**src/rtl/rcak_pkg.sv**
```systemverilog
// constants for the calendar, alarm and power-key block
// assumes a 50 MHz bus clock and a 32.768 kHz oscillator level input
package rcak_pkg;
  // ****************
  // register offsets
  // ****************
  localparam logic [7:0] OFS_CTRL   = 8'h00;
  localparam logic [7:0] OFS_MASK   = 8'h10;
  localparam logic [7:0] OFS_TSEC   = 8'h14;
  localparam logic [7:0] OFS_TMIN   = 8'h18;
  localparam logic [7:0] OFS_THOU   = 8'h1C;
  localparam logic [7:0] OFS_TDOM   = 8'h20;
  localparam logic [7:0] OFS_TDOW   = 8'h24;
  localparam logic [7:0] OFS_TMTH   = 8'h28;
  localparam logic [7:0] OFS_TYEA   = 8'h2C;
  localparam logic [7:0] OFS_ASEC   = 8'h30;
  localparam logic [7:0] OFS_AMIN   = 8'h34;
  localparam logic [7:0] OFS_AHOU   = 8'h38;
  localparam logic [7:0] OFS_ADOM   = 8'h3C;
  localparam logic [7:0] OFS_ADOW   = 8'h40;
  localparam logic [7:0] OFS_AMTH   = 8'h44;
  localparam logic [7:0] OFS_AYEA   = 8'h48;
  localparam logic [7:0] OFS_KEYA   = 8'h50;
  localparam logic [7:0] OFS_KEYB   = 8'h54;
  localparam logic [7:0] OFS_DEBSP  = 8'h58;
  localparam logic [7:0] OFS_SPARE2 = 8'h5C;
  localparam logic [7:0] OFS_WOK    = 8'h60;
  localparam logic [7:0] OFS_SPAR   = 8'h64;
  // ***************************
  // fields, keys, reset values
  // ***************************
  localparam int          BIT_WPEND   = 15;
  localparam int          BIT_DPEND   = 14;
  localparam int          BIT_WAKE_EN = 0;
  localparam int          BIT_PWR_REQ = 1;
  localparam logic [15:0] KEY_A_OK    = 16'hA357;
  localparam logic [15:0] KEY_B_OK    = 16'h67D2;
  localparam logic [5:0]  SEC_MAX     = 6'h3B;
  localparam logic [5:0]  MIN_MAX     = 6'h3B;
  localparam logic [4:0]  HOU_MAX     = 5'h17;
  localparam logic [2:0]  DOW_MAX     = 3'h7;
  localparam logic [3:0]  MTH_MAX     = 4'hC;
  localparam logic [6:0]  YEA_MAX     = 7'h7F;
  localparam logic [4:0]  DOM_RST     = 5'h01;
  localparam logic [2:0]  DOW_RST     = 3'h1;
  localparam logic [3:0]  MTH_RST     = 4'h1;
  // ****************
  // timing
  // ****************
  localparam int          HCLK_KHZ    = 50000;
  localparam int          DEB_UNIT_MS = 1;
  localparam int          MS_CYCLES   = DEB_UNIT_MS * HCLK_KHZ;
  localparam logic [2:0]  COMMIT_CYC  = 3'h4;
  localparam logic [14:0] OSC_PER_SEC = 15'h7FFF;
endpackage

```
**src/rtl/rcak_rtc.sv**
```systemverilog
// calendar counter, alarm comparator, power keys and reset debounce
// assumes one AHB-Lite master; osc_32k and sysrst_in_n are synchronous
`timescale 1ns/1ps
`default_nettype none
module rcak_rtc
  import rcak_pkg::*;
#(
  parameter int MS_CYC = MS_CYCLES
)(
  input  wire logic        hclk,
  input  wire logic        hresetn,
  input  wire logic        hsel,
  input  wire logic [31:0] haddr,
  input  wire logic [1:0]  htrans,
  input  wire logic        hwrite,
  input  wire logic [2:0]  hsize,
  input  wire logic [31:0] hwdata,
  input  wire logic        hready,
  output logic      [31:0] hrdata,
  output logic             hreadyout,
  output logic             hresp,
  input  wire logic        osc_32k,
  input  wire logic        sysrst_in_n,
  output logic             sysrst_deb_n,
  output logic             alarm_irq,
  output logic             core_power_o
);

  // ****************
  // helpers
  // ****************
  function automatic logic [4:0] month_len(input logic [3:0] m,
                                           input logic [6:0] y);
    case (m)
      4'h2:    month_len = (y[1:0] == 2'h0) ? 5'h1D : 5'h1C;
      4'h4,
      4'h6,
      4'h9,
      4'hB:    month_len = 5'h1E;
      default: month_len = 5'h1F;
    endcase
  endfunction

  function automatic logic [11:0] deb_ms(input logic [2:0] c);
    case (c)
      3'h0:    deb_ms = 12'h002;
      3'h1:    deb_ms = 12'h008;
      3'h2:    deb_ms = 12'h020;
      3'h3:    deb_ms = 12'h080;
      3'h4:    deb_ms = 12'h100;
      3'h5:    deb_ms = 12'h200;
      3'h6:    deb_ms = 12'h400;
      default: deb_ms = 12'h800;
    endcase
  endfunction

  // ****************
  // state
  // ****************
  logic [5:0]  sec_reg, min_reg, asec_reg, amin_reg;
  logic [4:0]  hou_reg, dom_reg, ahou_reg, adom_reg;
  logic [2:0]  dow_reg, adow_reg;
  logic [3:0]  mth_reg, amth_reg;
  logic [6:0]  yea_reg, ayea_reg;
  logic [6:0]  mask_reg;
  logic [15:0] keya_reg, keyb_reg, spar_reg;
  logic [7:0]  debsp_reg, spare2_reg;
  logic [1:0]  ctrl_reg;
  logic        wr_ph_reg;
  logic [7:0]  wr_addr_reg;
  logic        pend_reg;
  logic [7:0]  pend_addr_reg;
  logic [15:0] pend_data_reg;
  logic [2:0]  pend_cnt_reg;
  logic        osc_reg;
  logic [14:0] osc_cnt_reg;
  logic        tick_reg;
  logic        tick_d_reg;
  logic [15:0] ms_cnt_reg;
  logic [11:0] ms_num_reg;
  logic        deb_busy;
  logic        new_wr;
  logic        commit;
  logic        keys_ok;
  logic        alarm_hit;

  assign keys_ok = (keya_reg == KEY_A_OK) && (keyb_reg == KEY_B_OK);
  assign new_wr  = wr_ph_reg;
  // commit early when a second write arrives, keeping one slot honest
  assign commit  = pend_reg && (pend_cnt_reg == 3'h0 || new_wr);
  assign deb_busy = (sysrst_in_n != sysrst_deb_n);

  // ****************
  // bus slave
  // ****************
  function automatic logic [15:0] rd_word(input logic [7:0] a);
    logic [14:0] v;
    v = 15'h0000;
    if (a == OFS_CTRL)        v = {13'h0000, ctrl_reg};
    else if (a == OFS_MASK)   v = {8'h00, mask_reg};
    else if (a == OFS_TSEC)   v = {9'h000, sec_reg};
    else if (a == OFS_TMIN)   v = {9'h000, min_reg};
    else if (a == OFS_THOU)   v = {10'h000, hou_reg};
    else if (a == OFS_TDOM)   v = {10'h000, dom_reg};
    else if (a == OFS_TDOW)   v = {12'h000, dow_reg};
    else if (a == OFS_TMTH)   v = {11'h000, mth_reg};
    else if (a == OFS_TYEA)   v = {8'h00, yea_reg};
    else if (a == OFS_ASEC)   v = {9'h000, asec_reg};
    else if (a == OFS_AMIN)   v = {9'h000, amin_reg};
    else if (a == OFS_AHOU)   v = {10'h000, ahou_reg};
    else if (a == OFS_ADOM)   v = {10'h000, adom_reg};
    else if (a == OFS_ADOW)   v = {12'h000, adow_reg};
    else if (a == OFS_AMTH)   v = {11'h000, amth_reg};
    else if (a == OFS_AYEA)   v = {8'h00, ayea_reg};
    else if (a == OFS_KEYA)   v = keya_reg[14:0];
    else if (a == OFS_KEYB)   v = keyb_reg[14:0];
    else if (a == OFS_DEBSP)  v = {deb_busy, 6'h00, debsp_reg};
    else if (a == OFS_SPARE2) v = {7'h00, spare2_reg};
    else if (a == OFS_WOK)
      v = {12'h000,
           pend_reg && pend_addr_reg == OFS_CTRL,
           pend_reg && pend_addr_reg == OFS_KEYB,
           pend_reg && pend_addr_reg == OFS_KEYA};
    else if (a == OFS_SPAR)   v = spar_reg[14:0];
    if (a == OFS_KEYA || a == OFS_KEYB || a == OFS_SPAR)
      rd_word = {(a == OFS_KEYA) ? keya_reg[15] :
                 (a == OFS_KEYB) ? keyb_reg[15] : spar_reg[15], v};
    else if (a == OFS_WOK || a == OFS_CTRL)
      rd_word = {1'b0, v};
    else
      rd_word = {pend_reg && pend_addr_reg == a, v};
  endfunction

  always_ff @(posedge hclk or negedge hresetn)
  begin
    if (!hresetn)
    begin
      hrdata      <= 32'h0000_0000;
      hreadyout   <= 1'b0;
      hresp       <= 1'b0;
      wr_ph_reg   <= 1'b0;
      wr_addr_reg <= 8'h00;
    end
    else
    begin
      // zero wait states, always OKAY
      hreadyout <= 1'b1;
      hresp     <= 1'b0;
      wr_ph_reg <= 1'b0;
      if (hsel && htrans[1] && hready)
      begin
        wr_ph_reg   <= hwrite;
        wr_addr_reg <= haddr[7:0];
        if (!hwrite)
          hrdata <= {16'h0000, rd_word(haddr[7:0])};
      end
    end
  end

  // ****************
  // write commit slot
  // ****************
  always_ff @(posedge hclk or negedge hresetn)
  begin
    if (!hresetn)
    begin
      pend_reg      <= 1'b0;
      pend_addr_reg <= 8'h00;
      pend_data_reg <= 16'h0000;
      pend_cnt_reg  <= 3'h0;
    end
    else if (new_wr)
    begin
      pend_reg      <= 1'b1;
      pend_addr_reg <= wr_addr_reg;
      pend_data_reg <= hwdata[15:0];
      pend_cnt_reg  <= COMMIT_CYC;
    end
    else if (commit)
      pend_reg <= 1'b0;
    else if (pend_reg)
      pend_cnt_reg <= pend_cnt_reg - 3'h1;
  end

  // ****************
  // timebase
  // ****************
  always_ff @(posedge hclk or negedge hresetn)
  begin
    if (!hresetn)
    begin
      osc_reg     <= 1'b0;
      osc_cnt_reg <= 15'h0000;
      tick_reg    <= 1'b0;
      tick_d_reg  <= 1'b0;
    end
    else
    begin
      osc_reg    <= osc_32k;
      tick_d_reg <= tick_reg;
      tick_reg   <= 1'b0;
      if (osc_32k && !osc_reg)
      begin
        osc_cnt_reg <= osc_cnt_reg + 15'h0001;
        tick_reg    <= (osc_cnt_reg == OSC_PER_SEC);
      end
    end
  end

  // ****************
  // calendar and registers
  // ****************
  // zero keys read as unprogrammed; time is not meaningful until set
  always_ff @(posedge hclk or negedge hresetn)
  begin
    if (!hresetn)
    begin
      {sec_reg, min_reg, hou_reg} <= 17'h00000;
      dom_reg  <= DOM_RST;
      dow_reg  <= DOW_RST;
      mth_reg  <= MTH_RST;
      yea_reg  <= 7'h00;
      {asec_reg, amin_reg, ahou_reg} <= 17'h00000;
      adom_reg <= DOM_RST;
      adow_reg <= DOW_RST;
      amth_reg <= MTH_RST;
      ayea_reg <= 7'h00;
      mask_reg <= 7'h00;
      keya_reg <= 16'h0000;
      keyb_reg <= 16'h0000;
      spar_reg <= 16'h0000;
      debsp_reg  <= 8'h00;
      spare2_reg <= 8'h00;
      ctrl_reg   <= 2'h0;
    end
    else
    begin
      if (tick_reg)
      begin
        sec_reg <= (sec_reg >= SEC_MAX) ? 6'h00 : sec_reg + 6'h01;
        if (sec_reg >= SEC_MAX)
        begin
          min_reg <= (min_reg >= MIN_MAX) ? 6'h00 : min_reg + 6'h01;
          if (min_reg >= MIN_MAX)
          begin
            hou_reg <= (hou_reg >= HOU_MAX) ? 5'h00 : hou_reg + 5'h01;
            if (hou_reg >= HOU_MAX)
            begin
              dow_reg <= (dow_reg >= DOW_MAX) ? DOW_RST
                                              : dow_reg + 3'h1;
              if (dom_reg >= month_len(mth_reg, yea_reg))
              begin
                dom_reg <= DOM_RST;
                mth_reg <= (mth_reg >= MTH_MAX) ? MTH_RST
                                                : mth_reg + 4'h1;
                if (mth_reg >= MTH_MAX)
                  yea_reg <= yea_reg + 7'h01;
              end
              else
                dom_reg <= dom_reg + 5'h01;
            end
          end
        end
      end
      // software sets fields, ranges kept by writer
      if (commit)
      begin
        if (pend_addr_reg == OFS_TSEC)      sec_reg <= pend_data_reg[5:0];
        else if (pend_addr_reg == OFS_TMIN) min_reg <= pend_data_reg[5:0];
        else if (pend_addr_reg == OFS_THOU) hou_reg <= pend_data_reg[4:0];
        else if (pend_addr_reg == OFS_TDOM) dom_reg <= pend_data_reg[4:0];
        else if (pend_addr_reg == OFS_TDOW) dow_reg <= pend_data_reg[2:0];
        else if (pend_addr_reg == OFS_TMTH) mth_reg <= pend_data_reg[3:0];
        else if (pend_addr_reg == OFS_TYEA) yea_reg <= pend_data_reg[6:0];
        else if (pend_addr_reg == OFS_ASEC) asec_reg <= pend_data_reg[5:0];
        else if (pend_addr_reg == OFS_AMIN) amin_reg <= pend_data_reg[5:0];
        else if (pend_addr_reg == OFS_AHOU) ahou_reg <= pend_data_reg[4:0];
        else if (pend_addr_reg == OFS_ADOM) adom_reg <= pend_data_reg[4:0];
        else if (pend_addr_reg == OFS_ADOW) adow_reg <= pend_data_reg[2:0];
        else if (pend_addr_reg == OFS_AMTH) amth_reg <= pend_data_reg[3:0];
        else if (pend_addr_reg == OFS_AYEA) ayea_reg <= pend_data_reg[6:0];
        else if (pend_addr_reg == OFS_MASK) mask_reg <= pend_data_reg[6:0];
        else if (pend_addr_reg == OFS_KEYA) keya_reg <= pend_data_reg;
        else if (pend_addr_reg == OFS_KEYB) keyb_reg <= pend_data_reg;
        else if (pend_addr_reg == OFS_DEBSP) debsp_reg <= pend_data_reg[7:0];
        else if (pend_addr_reg == OFS_SPARE2)
          spare2_reg <= pend_data_reg[7:0];
        else if (pend_addr_reg == OFS_SPAR) spar_reg <= pend_data_reg;
        else if (pend_addr_reg == OFS_CTRL) ctrl_reg <= pend_data_reg[1:0];
      end
      // alarm wake sets the power request
      // placed last so the set wins over a same-cycle control write
      if (alarm_hit && keys_ok && ctrl_reg[BIT_WAKE_EN])
        ctrl_reg[BIT_PWR_REQ] <= 1'b1;
    end
  end

  // ****************
  // alarm and outputs
  // ****************
  // mask bit 1 drops the field
  // compared one cycle after the tick so the new time is seen
  assign alarm_hit = tick_d_reg
    && (mask_reg[0] || sec_reg == asec_reg)
    && (mask_reg[1] || min_reg == amin_reg)
    && (mask_reg[2] || hou_reg == ahou_reg)
    && (mask_reg[3] || dom_reg == adom_reg)
    && (mask_reg[4] || dow_reg == adow_reg)
    && (mask_reg[5] || mth_reg == amth_reg)
    && (mask_reg[6] || yea_reg == ayea_reg);

  always_ff @(posedge hclk or negedge hresetn)
  begin
    if (!hresetn)
    begin
      alarm_irq    <= 1'b0;
      core_power_o <= 1'b0;
    end
    else
    begin
      alarm_irq    <= alarm_hit && keys_ok;
      // power follows request only with keys
      core_power_o <= keys_ok && ctrl_reg[BIT_PWR_REQ];
    end
  end

  // ****************
  // reset debounce
  // ****************
  always_ff @(posedge hclk or negedge hresetn)
  begin
    if (!hresetn)
    begin
      sysrst_deb_n <= 1'b1;
      ms_cnt_reg   <= 16'h0000;
      ms_num_reg   <= 12'h000;
    end
    else if (!deb_busy)
    begin
      ms_cnt_reg <= 16'h0000;
      ms_num_reg <= 12'h000;
    end
    else if (ms_num_reg >= deb_ms(debsp_reg[3:1]))
    begin
      sysrst_deb_n <= sysrst_in_n;
      ms_num_reg   <= 12'h000;
    end
    else if (ms_cnt_reg == 16'(MS_CYC - 1))
    begin
      ms_cnt_reg <= 16'h0000;
      ms_num_reg <= ms_num_reg + 12'h001;
    end
    else
      ms_cnt_reg <= ms_cnt_reg + 16'h0001;
  end
endmodule // rcak_rtc
`default_nettype wire

```
**config.mk**
```make
export PLATFORM = sky130hd
export DESIGN_NAME = rcak_rtc
export DESIGN_NICKNAME = d
export VERILOG_FILES = /design/src/rtl/rcak_pkg.sv /design/src/rtl/rcak_rtc.sv
export SDC_FILE = /design/constraint.sdc
export NUM_CORES = 1
export LEC_CHECK = 0
export BUFFER_PORTS_ARGS = -buffer_cell sky130_fd_sc_hd__buf_4
export CORE_ASPECT_RATIO = 1.1
export CORE_UTILIZATION = 60
export DETAILED_ROUTE_END_ITERATION = 16
export PLACE_DENSITY = 0.76
export SYNTH_ARGS = -nofsm -noshare
export SYNTH_HDL_FRONTEND = slang
export SYNTH_SLANG_ARGS = --single-unit
```
**constraint.sdc**
```tcl
create_clock -name hclk -period 3.4 [get_ports hclk]
set_clock_uncertainty 0.15 [all_clocks]
set_input_delay 0.17 -clock hclk [delete_from_list [all_inputs] [get_ports hclk]]
set_output_delay 0.17 -clock hclk [all_outputs]
set_load 0.02 [all_outputs]
```
==> results.md, run 1 <==
* Setup CP Type: reg2reg
* Switch Pwr at 2.54 mW
* Register area at 0.00621 mm^2
* Synth area leaders: dfrtp_1 44%, mux2_2 9.7%, nand2_1 3.9%
* Area Growth Syn to Fin at 13.3%
* Cell internal pwr at 5.57 mW
* Pre-CTS setup slack at 0.0867 ns
* R2R depth at 8
* Vias per cell at 6.47
* Hold Crit Class: in2async
* Critical path, cell by cell: or3b_2 -> ha_1 -> o31a_1 -> o31a_1 -> o311a_1 -> or2_0 -> nor2_1 -> a32o_1
* Post-route ant nets at 0
* Final period utilization at 91.3%
* Layout Cells excl Fill at 1771
* Synthesized instance count at 1394
* Tmin final at 3.11 ns
* Mapped Avg Cell Area at 9.91 um^2
* Tot GR Track Use at 34.5%
* Critical Path AT at 3.44 ns
* Max-slew violation count at 0
* Clk_lat worst skew at 0.55 ns
* Clock Path Buffers at 3
* Synth Warn # at 0
* H-Tree Depth at 1
* Placement Cell Area at 0.0145 mm^2
* Largest stage delay, worst path at 0.48 ns
* Initial core utilization at 61.9%
* Setup crit start kind: flop
* First-pass GRT wire length at 63600 um
* Crit path buf inv count at 0
* Placer congestion estimate at 1.02
* Worst Max-Slew Pin Slew at 1.13 ns
* Layout Nets at 1560
* TritonCTS clock tree: done
* Hold Fails Final Rpt at 0
* Vias at 11500
* Stages on the worst setup path at 8
* I/O Buffers at 51
* Sw Ratio at 31.3%
* Post-route setup slack at 0.295 ns
* Max-cap violations at 0
* Slew headroom at 24.8%
* Ys flop type: dfrtp_1
* Top-count cell post-synth: dfrtp_1
* Vias in the first global route at 11500
* Max stage delay cell, worst path: or3b_2
* Pwr dens at 518 mW/mm^2
* CP required at 3.73 ns
* IO Pins at 113
* Root Driver: clkbuf_16
* Post-synthesis sequential area ratio at 45.0%
* Synth cell types at 91
* RSZ-0062 raised after global routing: no
* Cell area after layout at 0.0157 mm^2
* Layout cells sized above 1 at 19.5%
* Syn Std Cell Area at 0.0138 mm^2
* Clk sinks at 248
* Area leader, netlist: dfrtp_1
* DRT Wirelength at 39800 um
* Post-route DRC at 0
* Antenna diodes at 0
* Wire per inst at 22.5 um
* Core Rows at 57
* Leakage power figure at 7.08 nW
* Status: finished clean
* CP most frequent cell: o31a_1
* Die Area at 0.0236 mm^2
* Critical-path maximum fanout at 10
* DRT iter0 DRCs at 967
* Max IR drop VDD at 0.000522 V
* Logic pwr share at 17.2%
* Setup Viol. Count Final at 0
* Seq cells post-synth at 248
* Crit path capture type: flop
* Final hold slack at 0.0793 ns
* Clock transition at path regs at 0.07 ns
* Crit-path leading delay family: simple AND/OR/NAND/NOR gates
* Setup TNS Final at 0 ns
* Fraction of registers with async set/reset at 100%
* Initial antenna violation count at 0
* Overall die height at 161 um
* Placed cell count at 1696
* Top cells by count, synth: 241 x dfrtp_1, 144 x nand2_1, 119 x mux2_2, 97 x nor2_1
* Fmax at 322 MHz
* Post-DP HPWL at 27200 um
* Post-synth EDFFs at 0
* Core Area at 0.0223 mm^2
* Gr ovfl total at 0
* Synth top area share at 43.6%
* FILL cells at 1705
* Clk pwr share at 36.4%
* TritonCTS buffer count at 27
* Die W at 147 um
* Area occupied by multi-input gates at 0.00709 mm^2
* Sequential power share at 46.4%
* Largest net degree at the start of global routing at 99
* 1st-pass router iterations at 5
routing by layer:
metal  vias up  GRT usage, %  part of all wire [%]
met5         -             0                     0
met1      5681          45.2                    40
li1       5146             -                     -
met4         0          16.3                   4.8
met2       500          56.6                    48
met3       136          4.86                   6.8
final cells by class:
type | instances | area share, %
multi-input combinational | 1033 | 45.3
tap | 295 | 2.36
clock buffer | 34 | 4.80
clock inverter | 14 | 0.879
timing repair buffer | 121 | 6.33
sequential | 248 | 39.7
inverter | 26 | 0.623
kinds of logic (layout without fill, tap and decap cells):
group	count (synthesis)	after routing	share of synthesized area, %
AND/OR/NAND/NOR	465	465	17.2
multiplexers	146	146	11.8
buffers and inverters	129	195	4.18
AO/OA/AOI/OAI	294	294	14.0
flip-flops	248	248	45.0
adder cells (fa/ha/maj)	27	27	2.44
other	2	18	0.0543
XOR/XNOR	83	83	5.26
power groups by stage:
stage,clock (mW),combinational (mW),sequential [mW]
3_5_place_dp,0,1.35,3.80
2_1_floorplan,0,1.07,3.52
6_report,2.95,1.39,3.77
3_3_place_gp,0,1.31,3.78
5_1_grt,3.08,1.53,3.80
4_1_cts,2.96,1.38,3.75
through the flow:
step	util, %	power [mW]
final	70.1	8.11
after global routing	70.1	8.41
after CTS	70.0	8.09
after global placement	64.9	5.09
after floorplan	-	4.59
after detailed placement	64.9	5.15
cell usage in the layout (no fill, tap or decap), types with 34 or more instances in the layout:
master   instances
dfrtp_1        241
xnor2_1         43
xor2_1          40
o21ai_0         69
a21oi_1         69
nor3_1          34
nand2_1        144
nor2_1          96
mux2_2         119
buf_4           94
nand3_1         47
final timing paths:
check | from | slack [ns] | endpoint
max in group asynchronous | hresetn | 2.12 | keyb_reg[14]
min in group hclk | hready | 0.09 | new_wr
max | debsp_reg[2] | 0.29 | ms_cnt_reg[13]
max reg2reg | debsp_reg[2] | 0.29 | ms_cnt_reg[13]
min | hresetn | 0.08 | min_reg[0]
min reg2reg | osc_cnt_reg[12] | 0.32 | osc_cnt_reg[12]
repair_timing:
| item | 4_1_cts | 5_1_grt |
|---|---|---|
| buffers inserted | 0 | 2 |
| endpoints found under the setup margin | 0 | 3 |
| endpoints found under the hold margin | 125 | 0 |
| gates resized for setup | 0 | 2 |
| hold buffers | 25 | 0 |
Power figures use the tool's default switching activity.
==> run 2: changes to the inputs <==
GPL_TIMING_DRIVEN = 0   (was not set)
==> run 2 against run 1 <==
Against the previous run: flip-flop and latch count is the same; sequential power shrank 5%; combinational power grew 20%; setup slack lost 0.15 ns; cell count grew 3.9%; routed wire length grew 11%; critical path depth grew 1; die area is the same.
==> results.md, run 2 (synthesized netlist as in run 1, its figures left out) <==
* Largest net degree at the start of global routing at 94 (was 99)
* Wire per inst at 23.9 um (was 22.5 um)
* Vias per cell at 6.48 (was 6.47)
* FILL cells at 1697 (was 1705)
* Max-slew violation count at 0 (unchanged)
* Layout Nets at 1628 (was 1560)
* Hold Fails Final Rpt at 0 (unchanged)
* Leakage power figure at 7.19 nW (was 7.08 nW)
* DRT iter0 DRCs at 1056 (was 967)
* 1st-pass router iterations at 7 (was 5)
* Fmax at 307 MHz (was 322 MHz)
* Core Rows at 57 (unchanged)
* Post-DP HPWL at 30700 um (was 27200 um)
* TritonCTS clock tree: done (unchanged)
* Overall die height at 161 um (unchanged)
* Most frequent cells in the layout: 241 x dfrtp_1, 144 x nand2_1, 119 x mux2_2, 95 x nor2_1, 77 x buf_4 (was 241 x dfrtp_1, 144 x nand2_1, 119 x mux2_2, 96 x nor2_1, 94 x buf_4)
* Clock transition at path regs at 0.06 ns (was 0.07 ns)
* Slew headroom at 12.8% (was 24.8%)
* H-Tree Depth at 1 (unchanged)
* Layout cells sized above 1 at 18.8% (was 19.5%)
* Crit path capture type: flop (unchanged)
* Worst Max-Slew Pin Slew at 1.29 ns (was 1.13 ns)
* Register area at 0.00621 mm^2 (unchanged)
* Placement Cell Area at 0.0147 mm^2 (was 0.0145 mm^2)
* Area Growth Syn to Fin at 15.2% (was 13.3%)
* Post-route ant nets at 0 (unchanged)
* Post-route DRC at 0 (unchanged)
* Critical Path AT at 3.53 ns (was 3.44 ns)
* Initial antenna violation count at 0 (unchanged)
* Tot Pwr at 8.19 mW (was 8.11 mW)
* Vias in the first global route at 11900 (was 11500)
* Hold Crit Class: in2reg (was in2async)
* Post-route setup slack at 0.146 ns (was 0.295 ns)
* Max-cap violations at 0 (unchanged)
* Commonest non-fill, non-tap cell in the layout: dfrtp_1 (unchanged)
* Antenna diodes at 0 (unchanged)
* Core Area at 0.0223 mm^2 (unchanged)
* Area occupied by multi-input gates at 0.00710 mm^2 (was 0.00709 mm^2)
* Gr ovfl total at 0 (unchanged)
* Clock Path Buffers at 3 (unchanged)
* Root Driver: clkbuf_16 (unchanged)
* Pwr dens at 514 mW/mm^2 (was 518 mW/mm^2)
* Pre-CTS setup slack at -0.214 ns (was 0.0867 ns)
* Max stage delay cell, worst path: o21ai_0 (was or3b_2)
* Tot GR Track Use at 37.7% (was 34.5%)
* DRT Wirelength at 44000 um (was 39800 um)
* Hold Path Depth at 5
* Vias at 11900 (was 11500)
* Final hold slack at 0.0415 ns (was 0.0793 ns)
* IO Pins at 113 (unchanged)
* Setup CP Type: reg2reg (unchanged)
* Critical-path maximum fanout at 10 (unchanged)
* Status: finished clean (unchanged)
* CP required at 3.67 ns (was 3.73 ns)
* First-pass GRT wire length at 67900 um (was 63600 um)
* Initial core utilization at 61.9% (unchanged)
* Cell area after layout at 0.0159 mm^2 (was 0.0157 mm^2)
* Clk_lat worst skew at 0.55 ns (about the same)
* Max IR drop VDD at 0.000486 V (was 0.000522 V)
* Largest stage delay, worst path at 0.60 ns (was 0.48 ns)
* Setup crit start kind: flop (unchanged)
* I/O Buffers at 50 (was 51)
* Critical path, cell by cell: inv_1 -> ha_1 -> ha_1 -> o21ai_0 -> o21bai_2 -> nor3_1 -> nand2_1 -> buf_2 -> mux2_2 (was or3b_2 -> ha_1 -> o31a_1 -> o31a_1 -> o311a_1 -> or2_0 -> nor2_1 -> a32o_1)
* Tmin final at 3.25 ns (was 3.11 ns)
* Placer congestion estimate at 1.06 (was 1.02)
* Die W at 147 um (unchanged)
* Die Area at 0.0236 mm^2 (unchanged)
* R2R depth at 9 (was 8)
* TritonCTS buffer count at 26 (was 27)
* CP most frequent cell: ha_1 (was o31a_1)
* Clk sinks at 248 (unchanged)
* Final period utilization at 95.7% (was 91.3%)
* Setup Viol. Count Final at 0 (unchanged)
## run 2: layer usage
metal / track usage, % / up-vias / wire length, um
li1: - / 5289 / -
met1: 48.6 / 5883 / 17400
met2: 61.2 / 584 / 20600
met3: 4.58 / 165 / 3000
met4: 22.8 / 0 / 2990
met5: 0 / - / 0
## run 2: worst max-delay path, delay by kind of cell (launching register included)
kind | cells | cell delay (ns)
muxes | 1 | 0.39
adders and majority gates | 2 | 0.39
DFF | 1 | 0.37
AOI/OAI and AO/OA | 2 | 0.96
and+or+nand+nor | 2 | 0.44
buffers and inverters | 2 | 0.42
## run 2: report_power, final
group | total (mW) | switching [mW] | internal [mW]
Clock | 2.91 | 1.21 | 1.70
Combinational | 1.67 | 1.03 | 0.639
Sequential | 3.60 | 0.355 | 3.25
## run 2: stage by stage
stage                     TNS, ns  util (%)  std cells
final                           0      71.3       1840
after global routing      -0.0244      71.3       1840
after CTS                       0      70.9       1832
after detailed placement   -0.957      65.8       1758
after floorplan                 0         -       1410
after global placement     -0.337      65.5       1755
## run 2: repair_timing
item	4_1_cts	5_1_grt
endpoints found under the setup margin	9	38
endpoints found under the hold margin	100	0
pin swaps	1	2
hold buffers	24	0
buffers inserted	2	9
resized for setup	1	8
## run 2: layout make-up
cell class / count / share of cell area [%]
flip-flops and latches: 248 / 39.0
multi-input cells: 1033 / 44.6
clock inverters: 8 / 0.448
repair buffers: 88 / 4.93
clock buffers: 40 / 5.05
plain buffers: 102 / 3.01
well taps: 295 / 2.32
inverters: 26 / 0.613
## run 2: path summary, 6_finish.rpt
path | start | end | slack (ns)
min in group asynchronous | hresetn | hou_reg[2] | 0.05
setup / recovery | pend_cnt_reg[0] | keyb_reg[9] | 0.15
hold / removal | haddr[3] | hrdata[1] | 0.04
setup reg to reg | pend_cnt_reg[0] | keyb_reg[9] | 0.15
hold reg to reg | osc_cnt_reg[12] | osc_cnt_reg[12] | 0.32
max in group asynchronous | hresetn | pend_data_reg[8] | 1.77
